## src/verilog/aec_cfg.svh

```systemverilog
/*
 Offsets, field positions, reset values and counts for the adaptive
 equalizer control block. Assumes inclusion by bare name, once per unit.
*/
`ifndef AEC_CFG_SVH
`define AEC_CFG_SVH
`define AEC_ADDR_W 8
`define AEC_DATA_W 8
`define AEC_ADDR_CTL 8'h42
`define AEC_ADDR_THR 8'h43
`define AEC_CTL_RST 8'h01
`define AEC_THR_RST 8'h01
`define AEC_CTL_WMASK 8'h7f
`define AEC_ERR_HI 6
`define AEC_ERR_LO 4
`define AEC_TWO_STEP_BIT 2
`define AEC_LOOP_ORDER_BIT 1
`define AEC_SF_EN_BIT 0
`define AEC_PERIOD_W 16
`define AEC_SET_W 4
`define AEC_SET_MAX 4'hf
`endif

```

## src/verilog/aec_pkg.sv

```systemverilog
/*
 Types for the adaptive equalizer control block.
 Assumes nothing beyond a SystemVerilog compiler.
*/
package aec_pkg;
   typedef enum logic [1:0] {
      AEC_IDLE,
      AEC_SETTLE,
      AEC_CHECK,
      AEC_MONITOR
   } aec_state_t;
endpackage

```

## src/verilog/aec_timer.sv

```systemverilog
/*
 Down counter that fires one pulse when a loaded wait has elapsed.
 Assumes load is a one-cycle pulse; a load restarts any running wait.
*/
`timescale 1ns/1ns
`default_nettype none
`include "aec_cfg.svh"
module aec_timer (
   // Clock and reset
   input wire logic clk,
   input wire logic rst_b,
   // Control
   input wire logic load,
   input wire logic [`AEC_PERIOD_W-1:0] load_val,
   // Status
   output logic done
);
   logic [`AEC_PERIOD_W-1:0] cnt_ff;
   logic [`AEC_PERIOD_W-1:0] nxt_cnt;
   wire logic running;

   // Zero load is treated as one cycle so the machine never stalls
   assign running = (cnt_ff != {`AEC_PERIOD_W{1'b0}});
   // Not gated by load, since the caller builds load from done
   assign done = (cnt_ff == {{(`AEC_PERIOD_W-1){1'b0}}, 1'b1});
   assign nxt_cnt = load ? ((load_val == {`AEC_PERIOD_W{1'b0}}) ?
                            {{(`AEC_PERIOD_W-1){1'b0}}, 1'b1} : load_val) :
                    running ? cnt_ff - {{(`AEC_PERIOD_W-1){1'b0}}, 1'b1} : cnt_ff;

   always_ff @(posedge clk or negedge rst_b) begin
      if (!rst_b) begin
         cnt_ff <= {`AEC_PERIOD_W{1'b0}};
      end else begin
         cnt_ff <= nxt_cnt;
      end
   end
endmodule
`default_nettype wire

```

## src/verilog/aec_err_acc.sv

```systemverilog
/*
 Saturating error accumulator compared against the threshold.
 Assumes clr and inc are synchronous levels; clr wins over inc.
*/
`timescale 1ns/1ns
`default_nettype none
`include "aec_cfg.svh"
module aec_err_acc (
   // Clock and reset
   input wire logic clk,
   input wire logic rst_b,
   // Control
   input wire logic clr,
   input wire logic inc,
   input wire logic [`AEC_DATA_W-1:0] threshold,
   // Status
   output logic over
);
   logic [`AEC_DATA_W-1:0] cnt_ff;
   logic [`AEC_DATA_W-1:0] nxt_cnt;
   wire logic sat;
   wire logic [`AEC_DATA_W-1:0] cnt_inc;

   // Saturation keeps a long error burst from wrapping below threshold
   assign sat = (cnt_ff == {`AEC_DATA_W{1'b1}});
   assign cnt_inc = (inc && !sat) ? cnt_ff + {{(`AEC_DATA_W-1){1'b0}}, 1'b1} : cnt_ff;
   assign nxt_cnt = clr ? {`AEC_DATA_W{1'b0}} : cnt_inc;
   // The closing cycle counts too, so the window spans a full half period
   assign over = (cnt_inc > threshold);

   always_ff @(posedge clk or negedge rst_b) begin
      if (!rst_b) begin
         cnt_ff <= {`AEC_DATA_W{1'b0}};
      end else begin
         cnt_ff <= nxt_cnt;
      end
   end
endmodule
`default_nettype wire

```

## src/verilog/aec_ctrl.sv

```systemverilog
/*
 Adaptive equalizer control: register pair, validation state machine,
 error monitor and equalizer / secondary filter stepping.
 Assumes a register port decoded from the serial control bus, error and
 lock indications synchronous to clk, and a relock period in clk cycles.
*/
`timescale 1ns/1ns
`default_nettype none
`include "aec_cfg.svh"
module aec_ctrl (
   // Clock and reset
   input wire logic clk,
   input wire logic rst_b,

   // Register port
   input wire logic [`AEC_ADDR_W-1:0] reg_addr,
   input wire logic reg_wr_en,
   input wire logic reg_rd_en,
   input wire logic [`AEC_DATA_W-1:0] reg_wdata,
   output logic [`AEC_DATA_W-1:0] reg_rdata,

   // Timing configuration
   input wire logic [`AEC_PERIOD_W-1:0] relock_period,

   // Link receiver status
   input wire logic adapt_start,
   input wire logic lock_det,
   input wire logic err_clk_bit,
   input wire logic err_seq,
   input wire logic err_parity,

   // Equalizer outputs
   output logic [`AEC_SET_W-1:0] eq_setting,
   output logic [`AEC_SET_W-1:0] secondary_filter_setting,
   output logic adapt_locked,
   output logic adapt_busy
);
   // Registers
   logic [`AEC_DATA_W-1:0] ctl_ff;
   logic [`AEC_DATA_W-1:0] thr_ff;
   logic [`AEC_DATA_W-1:0] rdata_ff;
   logic [`AEC_DATA_W-1:0] nxt_rdata;
   aec_pkg::aec_state_t state_ff;
   aec_pkg::aec_state_t nxt_state;
   logic [`AEC_SET_W-1:0] eq_ff;
   logic [`AEC_SET_W-1:0] sf_ff;
   logic [`AEC_SET_W-1:0] nxt_eq;
   logic [`AEC_SET_W-1:0] nxt_sf;

   // Decode
   wire logic ctl_sel;
   wire logic thr_sel;
   wire logic [2:0] error_source_enables;
   wire logic two_step_validate_enable;
   wire logic loop_order_select;
   wire logic secondary_filter_adapt_enable;

   // Register strobes and views
   wire logic ctl_we;
   wire logic thr_we;
   wire logic [`AEC_DATA_W-1:0] ctl_wr_val;
   wire logic [`AEC_DATA_W-1:0] ctl_view;

   assign ctl_sel = (reg_addr == `AEC_ADDR_CTL);
   assign thr_sel = (reg_addr == `AEC_ADDR_THR);
   assign error_source_enables = ctl_ff[`AEC_ERR_HI:`AEC_ERR_LO];
   assign two_step_validate_enable = ctl_ff[`AEC_TWO_STEP_BIT];
   assign loop_order_select = ctl_ff[`AEC_LOOP_ORDER_BIT];
   assign secondary_filter_adapt_enable = ctl_ff[`AEC_SF_EN_BIT];
   assign ctl_we = reg_wr_en && ctl_sel;
   assign thr_we = reg_wr_en && thr_sel;
   // Reserved bit 7 is never stored, so it always reads zero
   assign ctl_wr_val = reg_wdata & `AEC_CTL_WMASK;
   assign ctl_view = ctl_ff & `AEC_CTL_WMASK;

   // Unmapped addresses read zero
   assign nxt_rdata = !reg_rd_en ? rdata_ff :
                      ctl_sel ? ctl_view :
                      thr_sel ? thr_ff : {`AEC_DATA_W{1'b0}};

   // Error sources
   wire logic [2:0] err_vec;
   wire logic any_err;

   // All enables clear means no error is ever counted
   assign err_vec = {err_clk_bit, err_seq, err_parity} & error_source_enables;
   assign any_err = |err_vec;

   // Periods
   wire logic [`AEC_PERIOD_W-1:0] full_period;
   wire logic [`AEC_PERIOD_W-1:0] half_period;

   assign full_period = relock_period;
   // Odd periods round the half down
   assign half_period = {1'b0, relock_period[`AEC_PERIOD_W-1:1]};

   // Setting step
   wire logic eq_at_max;
   wire logic sf_at_max;
   wire logic [`AEC_SET_W-1:0] eq_inc;
   wire logic [`AEC_SET_W-1:0] sf_inc;
   wire logic [`AEC_SET_W-1:0] step_eq;
   wire logic [`AEC_SET_W-1:0] step_sf;

   assign eq_at_max = (eq_ff == `AEC_SET_MAX);
   assign sf_at_max = (sf_ff == `AEC_SET_MAX);
   assign eq_inc = eq_ff + {{(`AEC_SET_W-1){1'b0}}, 1'b1};
   assign sf_inc = sf_ff + {{(`AEC_SET_W-1){1'b0}}, 1'b1};

   // Inner loop steps each time; outer loop steps when inner wraps
   wire logic eq_carry;
   wire logic sf_carry;

   assign eq_carry = eq_at_max && !loop_order_select;
   assign sf_carry = sf_at_max && loop_order_select;
   assign step_eq = !secondary_filter_adapt_enable ? eq_inc :
                    (!loop_order_select || sf_carry) ? eq_inc : eq_ff;
   assign step_sf = !secondary_filter_adapt_enable ? sf_ff :
                    (loop_order_select || eq_carry) ? sf_inc : sf_ff;

   // State decode
   wire logic in_idle;
   wire logic in_settle;
   wire logic in_check;
   wire logic in_monitor;

   // Idle only until the first start; there is no way back
   assign in_idle = (state_ff == aec_pkg::AEC_IDLE);
   assign in_settle = (state_ff == aec_pkg::AEC_SETTLE);
   assign in_check = (state_ff == aec_pkg::AEC_CHECK);
   assign in_monitor = (state_ff == aec_pkg::AEC_MONITOR);

   // Helper instances
   logic tmr_load;
   logic [`AEC_PERIOD_W-1:0] tmr_val;
   logic acc_clr;
   wire logic tmr_done;
   wire logic acc_over;
   wire logic acc_inc;

   // Only a settled setting is scored against the threshold
   assign acc_inc = any_err && in_monitor;

   aec_timer u_timer (
      .clk(clk),
      .rst_b(rst_b),
      .load(tmr_load),
      .load_val(tmr_val),
      .done(tmr_done)
   );

   aec_err_acc u_err_acc (
      .clk(clk),
      .rst_b(rst_b),
      .clr(acc_clr),
      .inc(acc_inc),
      .threshold(thr_ff),
      .over(acc_over)
   );

   // Ways out of each state
   wire logic start_take;
   wire logic settle_fail;
   wire logic check_fail;
   wire logic window_fail;
   wire logic wait_end;

   // Start is ignored mid-search so a half-judged setting is never lost
   assign start_take = adapt_start && (in_idle || in_monitor);
   assign settle_fail = tmr_done && !lock_det;
   assign check_fail = any_err || settle_fail;
   // Lock loss steps at once instead of waiting out the window
   assign window_fail = !lock_det || (tmr_done && acc_over);
   assign wait_end = tmr_done;

   // First wait length depends on the validation mode
   wire logic [`AEC_PERIOD_W-1:0] settle_period;

   assign settle_period = two_step_validate_enable ? half_period : full_period;

   // Next-state logic
   always_comb begin
      nxt_state = state_ff;
      nxt_eq = eq_ff;
      nxt_sf = sf_ff;
      tmr_load = 1'b0;
      tmr_val = settle_period;
      acc_clr = 1'b0;
      unique case (state_ff)
         aec_pkg::AEC_IDLE: begin
            if (start_take) begin
               nxt_eq = {`AEC_SET_W{1'b0}};
               nxt_sf = {`AEC_SET_W{1'b0}};
               tmr_load = 1'b1;
               nxt_state = aec_pkg::AEC_SETTLE;
            end
         end
         aec_pkg::AEC_SETTLE: begin
            if (wait_end) begin
               tmr_load = 1'b1;
               acc_clr = 1'b1;
               if (!lock_det) begin
                  // Setting failed; try the next one
                  nxt_eq = step_eq;
                  nxt_sf = step_sf;
               end else if (two_step_validate_enable) begin
                  tmr_val = half_period;
                  nxt_state = aec_pkg::AEC_CHECK;
               end else begin
                  tmr_val = half_period;
                  nxt_state = aec_pkg::AEC_MONITOR;
               end
            end
         end
         aec_pkg::AEC_CHECK: begin
            if (check_fail) begin
               // An error abandons the setting at once
               nxt_eq = step_eq;
               nxt_sf = step_sf;
               tmr_load = 1'b1;
               nxt_state = aec_pkg::AEC_SETTLE;
            end else if (wait_end) begin
               tmr_load = 1'b1;
               tmr_val = half_period;
               acc_clr = 1'b1;
               nxt_state = aec_pkg::AEC_MONITOR;
            end
         end
         aec_pkg::AEC_MONITOR: begin
            if (start_take) begin
               nxt_eq = {`AEC_SET_W{1'b0}};
               nxt_sf = {`AEC_SET_W{1'b0}};
               tmr_load = 1'b1;
               nxt_state = aec_pkg::AEC_SETTLE;
            end else if (window_fail) begin
               // Too many errors in one half period: go stronger
               nxt_eq = step_eq;
               nxt_sf = step_sf;
               tmr_load = 1'b1;
               acc_clr = 1'b1;
               nxt_state = aec_pkg::AEC_SETTLE;
            end else if (wait_end) begin
               tmr_load = 1'b1;
               tmr_val = half_period;
               acc_clr = 1'b1;
            end
         end
      endcase
   end

   always_ff @(posedge clk or negedge rst_b) begin
      if (!rst_b) begin
         ctl_ff <= `AEC_CTL_RST;
      end else if (ctl_we) begin
         ctl_ff <= ctl_wr_val;
      end
   end

   // Threshold zero is not guarded; any error then triggers stepping
   always_ff @(posedge clk or negedge rst_b) begin
      if (!rst_b) begin
         thr_ff <= `AEC_THR_RST;
      end else if (thr_we) begin
         thr_ff <= reg_wdata;
      end
   end

   always_ff @(posedge clk or negedge rst_b) begin
      if (!rst_b) begin
         rdata_ff <= {`AEC_DATA_W{1'b0}};
      end else begin
         rdata_ff <= nxt_rdata;
      end
   end

   always_ff @(posedge clk or negedge rst_b) begin
      if (!rst_b) begin
         state_ff <= aec_pkg::AEC_IDLE;
      end else begin
         state_ff <= nxt_state;
      end
   end

   // Settings move only on a step or a start, so the receiver sees no glitch
   always_ff @(posedge clk or negedge rst_b) begin
      if (!rst_b) begin
         eq_ff <= {`AEC_SET_W{1'b0}};
         sf_ff <= {`AEC_SET_W{1'b0}};
      end else begin
         eq_ff <= nxt_eq;
         sf_ff <= nxt_sf;
      end
   end

   // Outputs
   assign reg_rdata = rdata_ff;
   assign eq_setting = eq_ff;
   assign secondary_filter_setting = sf_ff;
   // Status is a plain state decode, no extra flop delay
   assign adapt_locked = in_monitor;
   assign adapt_busy = in_settle || in_check;
endmodule
`default_nettype wire

```

## config.mk

```make
export PLATFORM = sky130hd
export DESIGN_NAME = aec_ctrl
export DESIGN_NICKNAME = d
export VERILOG_FILES = /design/src/verilog/aec_pkg.sv /design/src/verilog/aec_timer.sv /design/src/verilog/aec_err_acc.sv /design/src/verilog/aec_ctrl.sv
export VERILOG_INCLUDE_DIRS = /design/src /design/src/verilog
export SDC_FILE = /design/constraint.sdc
export NUM_CORES = 1
export LEC_CHECK = 0
export ABC_AREA = 1
export BUFFER_PORTS_ARGS = -buffer_cell sky130_fd_sc_hd__buf_4
export CORE_UTILIZATION = 30
export DETAILED_ROUTE_END_ITERATION = 7
export GPL_TIMING_DRIVEN = 0
export PLACE_DENSITY = 0.44
export SLEW_MARGIN = 40
export SYNTH_ARGS = -nofsm -noshare
export SYNTH_HDL_FRONTEND = slang
export SYNTH_SLANG_ARGS = --single-unit
```

## constraint.sdc

```tcl
create_clock -name clk -period 4 [get_ports clk]
set_input_delay 0.2 -clock clk [delete_from_list [all_inputs] [get_ports clk]]
set_output_delay 0.2 -clock clk [all_outputs]
set_load 0.005 [all_outputs]
```

==> results.toml <==
[run_status]
outcome = "finished, final reports clean"

[placed_design]
dp.cells = 1038
dp_hpwl_mm = 12.1
io_buffers = 57
dpl_cell_area_um2 = 5540
place.gp.congestion = 0.895

[run]
max-cap-violations = 0

[grt]
grt.total_usage = 0.197
grt_overflow = 0
grt_pass1_vias = 5081
antenna_found_initial = 0
grt_start_max_net_pins = 58
grt_pass1_wl_mm = 25.4

[final_layout]
fin_nets = 899
fill_cells = 1782
antenna_cells = 0
layout_commonest_cell = "nand2_1"
stdcell_area_um2 = 6000
multiInputGateArea_um2 = 2960
layout.cells.non_filler = 1062
drive_above_1_share = 0.156
layout_common_cells = "nand2_1, inv_1, nor2_1"
area_growth_pct = 24.0
ff_latch_area_um2 = 1430
postLayoutCoreUtil = 0.379

[min_path]
hp-class = "primary input to flop"
worst_hold_path.num_cells = 3
min_to = "ctl_ff[3]"
hp-start = "reg_wdata[3]"

[clocking]
cts_buffer_depth = 2
clock_sinks = 57
clock_latency_ns = 0.33
cts.clk_slew.worst_paths_ns = 0.06
cts_tree = "done"
root_buffer = "clkbuf_16"
htree_levels = 3
cts_buffers = 9

[worst_setup_path]
cp-start-kind = "flop"
slowest_stage = "dfrtp_1"
critPathRequiredTime_ns = 4.22
cp_max_fo = 6
reg2reg_from = "u_err_acc.cnt_ff[0]"
cp.depth = 24
path_cells = "ha_2 > nand3_1 > nor2_2 > a31oi_4 > inv_2 > nor2_4 > nand2_2 > and3b_1 > xor2_1 > inv_1 > ha_1 > nand2_1 > nor2_2 > nand2_1 > nand2_2 > nand3_4 > buf_4 > a31o_2 > clkinv_1 > o21ai_1 > nor2_1 > inv_1 > o21ai_0 > nor2_1"
cp_slowest_stage_delay_ns = 0.41
r2r_end = "eq_setting[2]"
worst-path-buf-inv = 5
worstPathArrival_ns = 3.93
critPathCaptureType = "flop"
r2r_setup_slack_ns = 0.29
critPathTopFamily = "simple AND/OR/NAND/NOR gates"
worstSetupPathType = "flop to flop"
r2r_cells = 24

[yosys]
ys_seq_area_frac = 0.295
synth-compound-area-share = 0.149
ys_seq_elements = 57
synth-edff-count = 0
yosys.area.top_type_share = 0.285
ys_types = 42
ys.flop_type = "dfrtp_1"
synth-xor-area-share = 0.0290
netlist_area_um2 = 4840
synth_top_family_by_area = "simple AND/OR/NAND/NOR gates"
yosys.area_share.simple = 0.379
yosys.area.top_type = "dfrtp_1"
syn_inst = 765
synthArstFlopShare = 1.00
synthTopCellsByArea = "dfrtp_1, nand2_1, nand3_1"
synth_warnings = 0
synth_fa_ha_area_frac = 0.0440
synth_nets = 823
synthMuxAreaShare = 0
avgSynthCellArea_um2 = 6.32

[routing]
routedWlPerCell_um = 14.4
first_iter_violations = 248
num_vias = 5184
drt_first_pass_iters = 4
ant_nets = 0
finalWirelength_mm = 15.3
vias_per_cell = 4.88
drc_errors = 0

[timing]
fmaxAchievable_mhz = 269
setup_viol = 0
rsz0062_at_grt = "false"
final.min_clock_period_ns = 3.71
max_slew_margin = 0.493
whs_ns = 0.0835
maxSlewViolCount = 0
period_share = 0.928
finClkSkew_ns = 0.00996
hold_viol = 0
worst_slew_pin_slew_ns = 0.753

[power_and_ir_drop]
power_density_nw_per_um2 = 591
p_leak_nw = 3.09
ir_drop_mv = 0.248
total_power_mw = 3.54

[floorplanning]
initial_utilization = 0.306
io_pins = 59
fp-row-count = 46
core-area_um2 = 15800
die_y_um = 129
dieArea_um2 = 16600
die_x_um = 129
[power breakdown]
group          internal (mW)  total (mW)  switching, mW
Clock                  0.550       0.841          0.292
Combinational          0.663        1.83           1.17
Sequential             0.740       0.870          0.130
[worst max path at each step]
| stage | startpoint | end | slack [ns] |
|---|---|---|---|
| finish | u_err_acc.cnt_ff[0] | eq_setting[2] | 0.29 |
| global route | u_err_acc.cnt_ff[0] | u_timer.cnt_ff[0] | 0.009 |
| CTS | state_ff[1] | u_timer.cnt_ff[0] | 0.008 |
| detailed placement | state_ff[0] | u_timer.cnt_ff[0] | -0.48 |
| global placement | state_ff[0] | u_timer.cnt_ff[0] | -0.45 |
| floorplan | state_ff[0] | u_timer.cnt_ff[0] | 0.40 |
[kinds of logic after synthesis]
group / count (synthesis)
buf+inv: 124
fa+ha+maj: 17
flops: 57
compound gates: 124
simple gates: 427
xor+xnor: 16
[registers in the layout, summed over array words and instances (netlist names)]
signal / count
secondary_filter_setting: 4
thr_ff: 8
u_timer.cnt_ff: 16
state_ff: 2
ctl_ff: 7
eq_setting: 4
u_err_acc.cnt_ff: 8
reg_rdata: 8
[tightest hold or removal path: stages]
cell	delay, ns
buf_4	0.08
nand2_1	0.04
o21ai_0	0.06
[through the flow]
step	setup WS, ns	TNS, ns
2_1_floorplan	0.402	0
3_3_place_gp	-0.452	-3.07
3_5_place_dp	-0.481	-3.90
4_1_cts	0.00819	0
5_1_grt	0.00853	0
6_report	0.287	0
[Yosys cell counts (5+ instances only)]
master / instances
o21ai_0: 45
ha_1: 17
nor2_1: 75
inv_1: 85
dfrtp_1: 55
clkbuf_1: 13
nand2_1: 242
o21a_1: 8
a21oi_1: 46
nand4_1: 20
inv_2: 5
buf_2: 12
nand3_1: 68
xor2_1: 13
o221ai_1: 7
[routing by layer]
layer	global-route usage	wire, um	vias up
met5	0	0	-
met2	0.348	7620	121
met1	0.241	6770	2399
li1	-	-	2641
met3	0.0291	569	23
met4	0.0706	302	0
[final cells by class]
class / instances / share of cell area
Buffer: 29 / 0.0252
Clock buffer: 9 / 0.0376
Clock inverter: 7 / 0.0169
Inverter: 94 / 0.0590
Multi-Input combinational cell: 584 / 0.494
Sequential cell: 57 / 0.238
Tap cell: 216 / 0.0451
Timing Repair Buffer: 66 / 0.0837
[timing repair]
item	CTS	global route
setup buffers	3	5
resized for setup	9	10
hold buffers	1	0
cloned	0	0
endpoints found under the hold margin	19	0
pin swaps	2	5
setup endpoints to repair	25	15
Power figures use the tool's default switching activity.
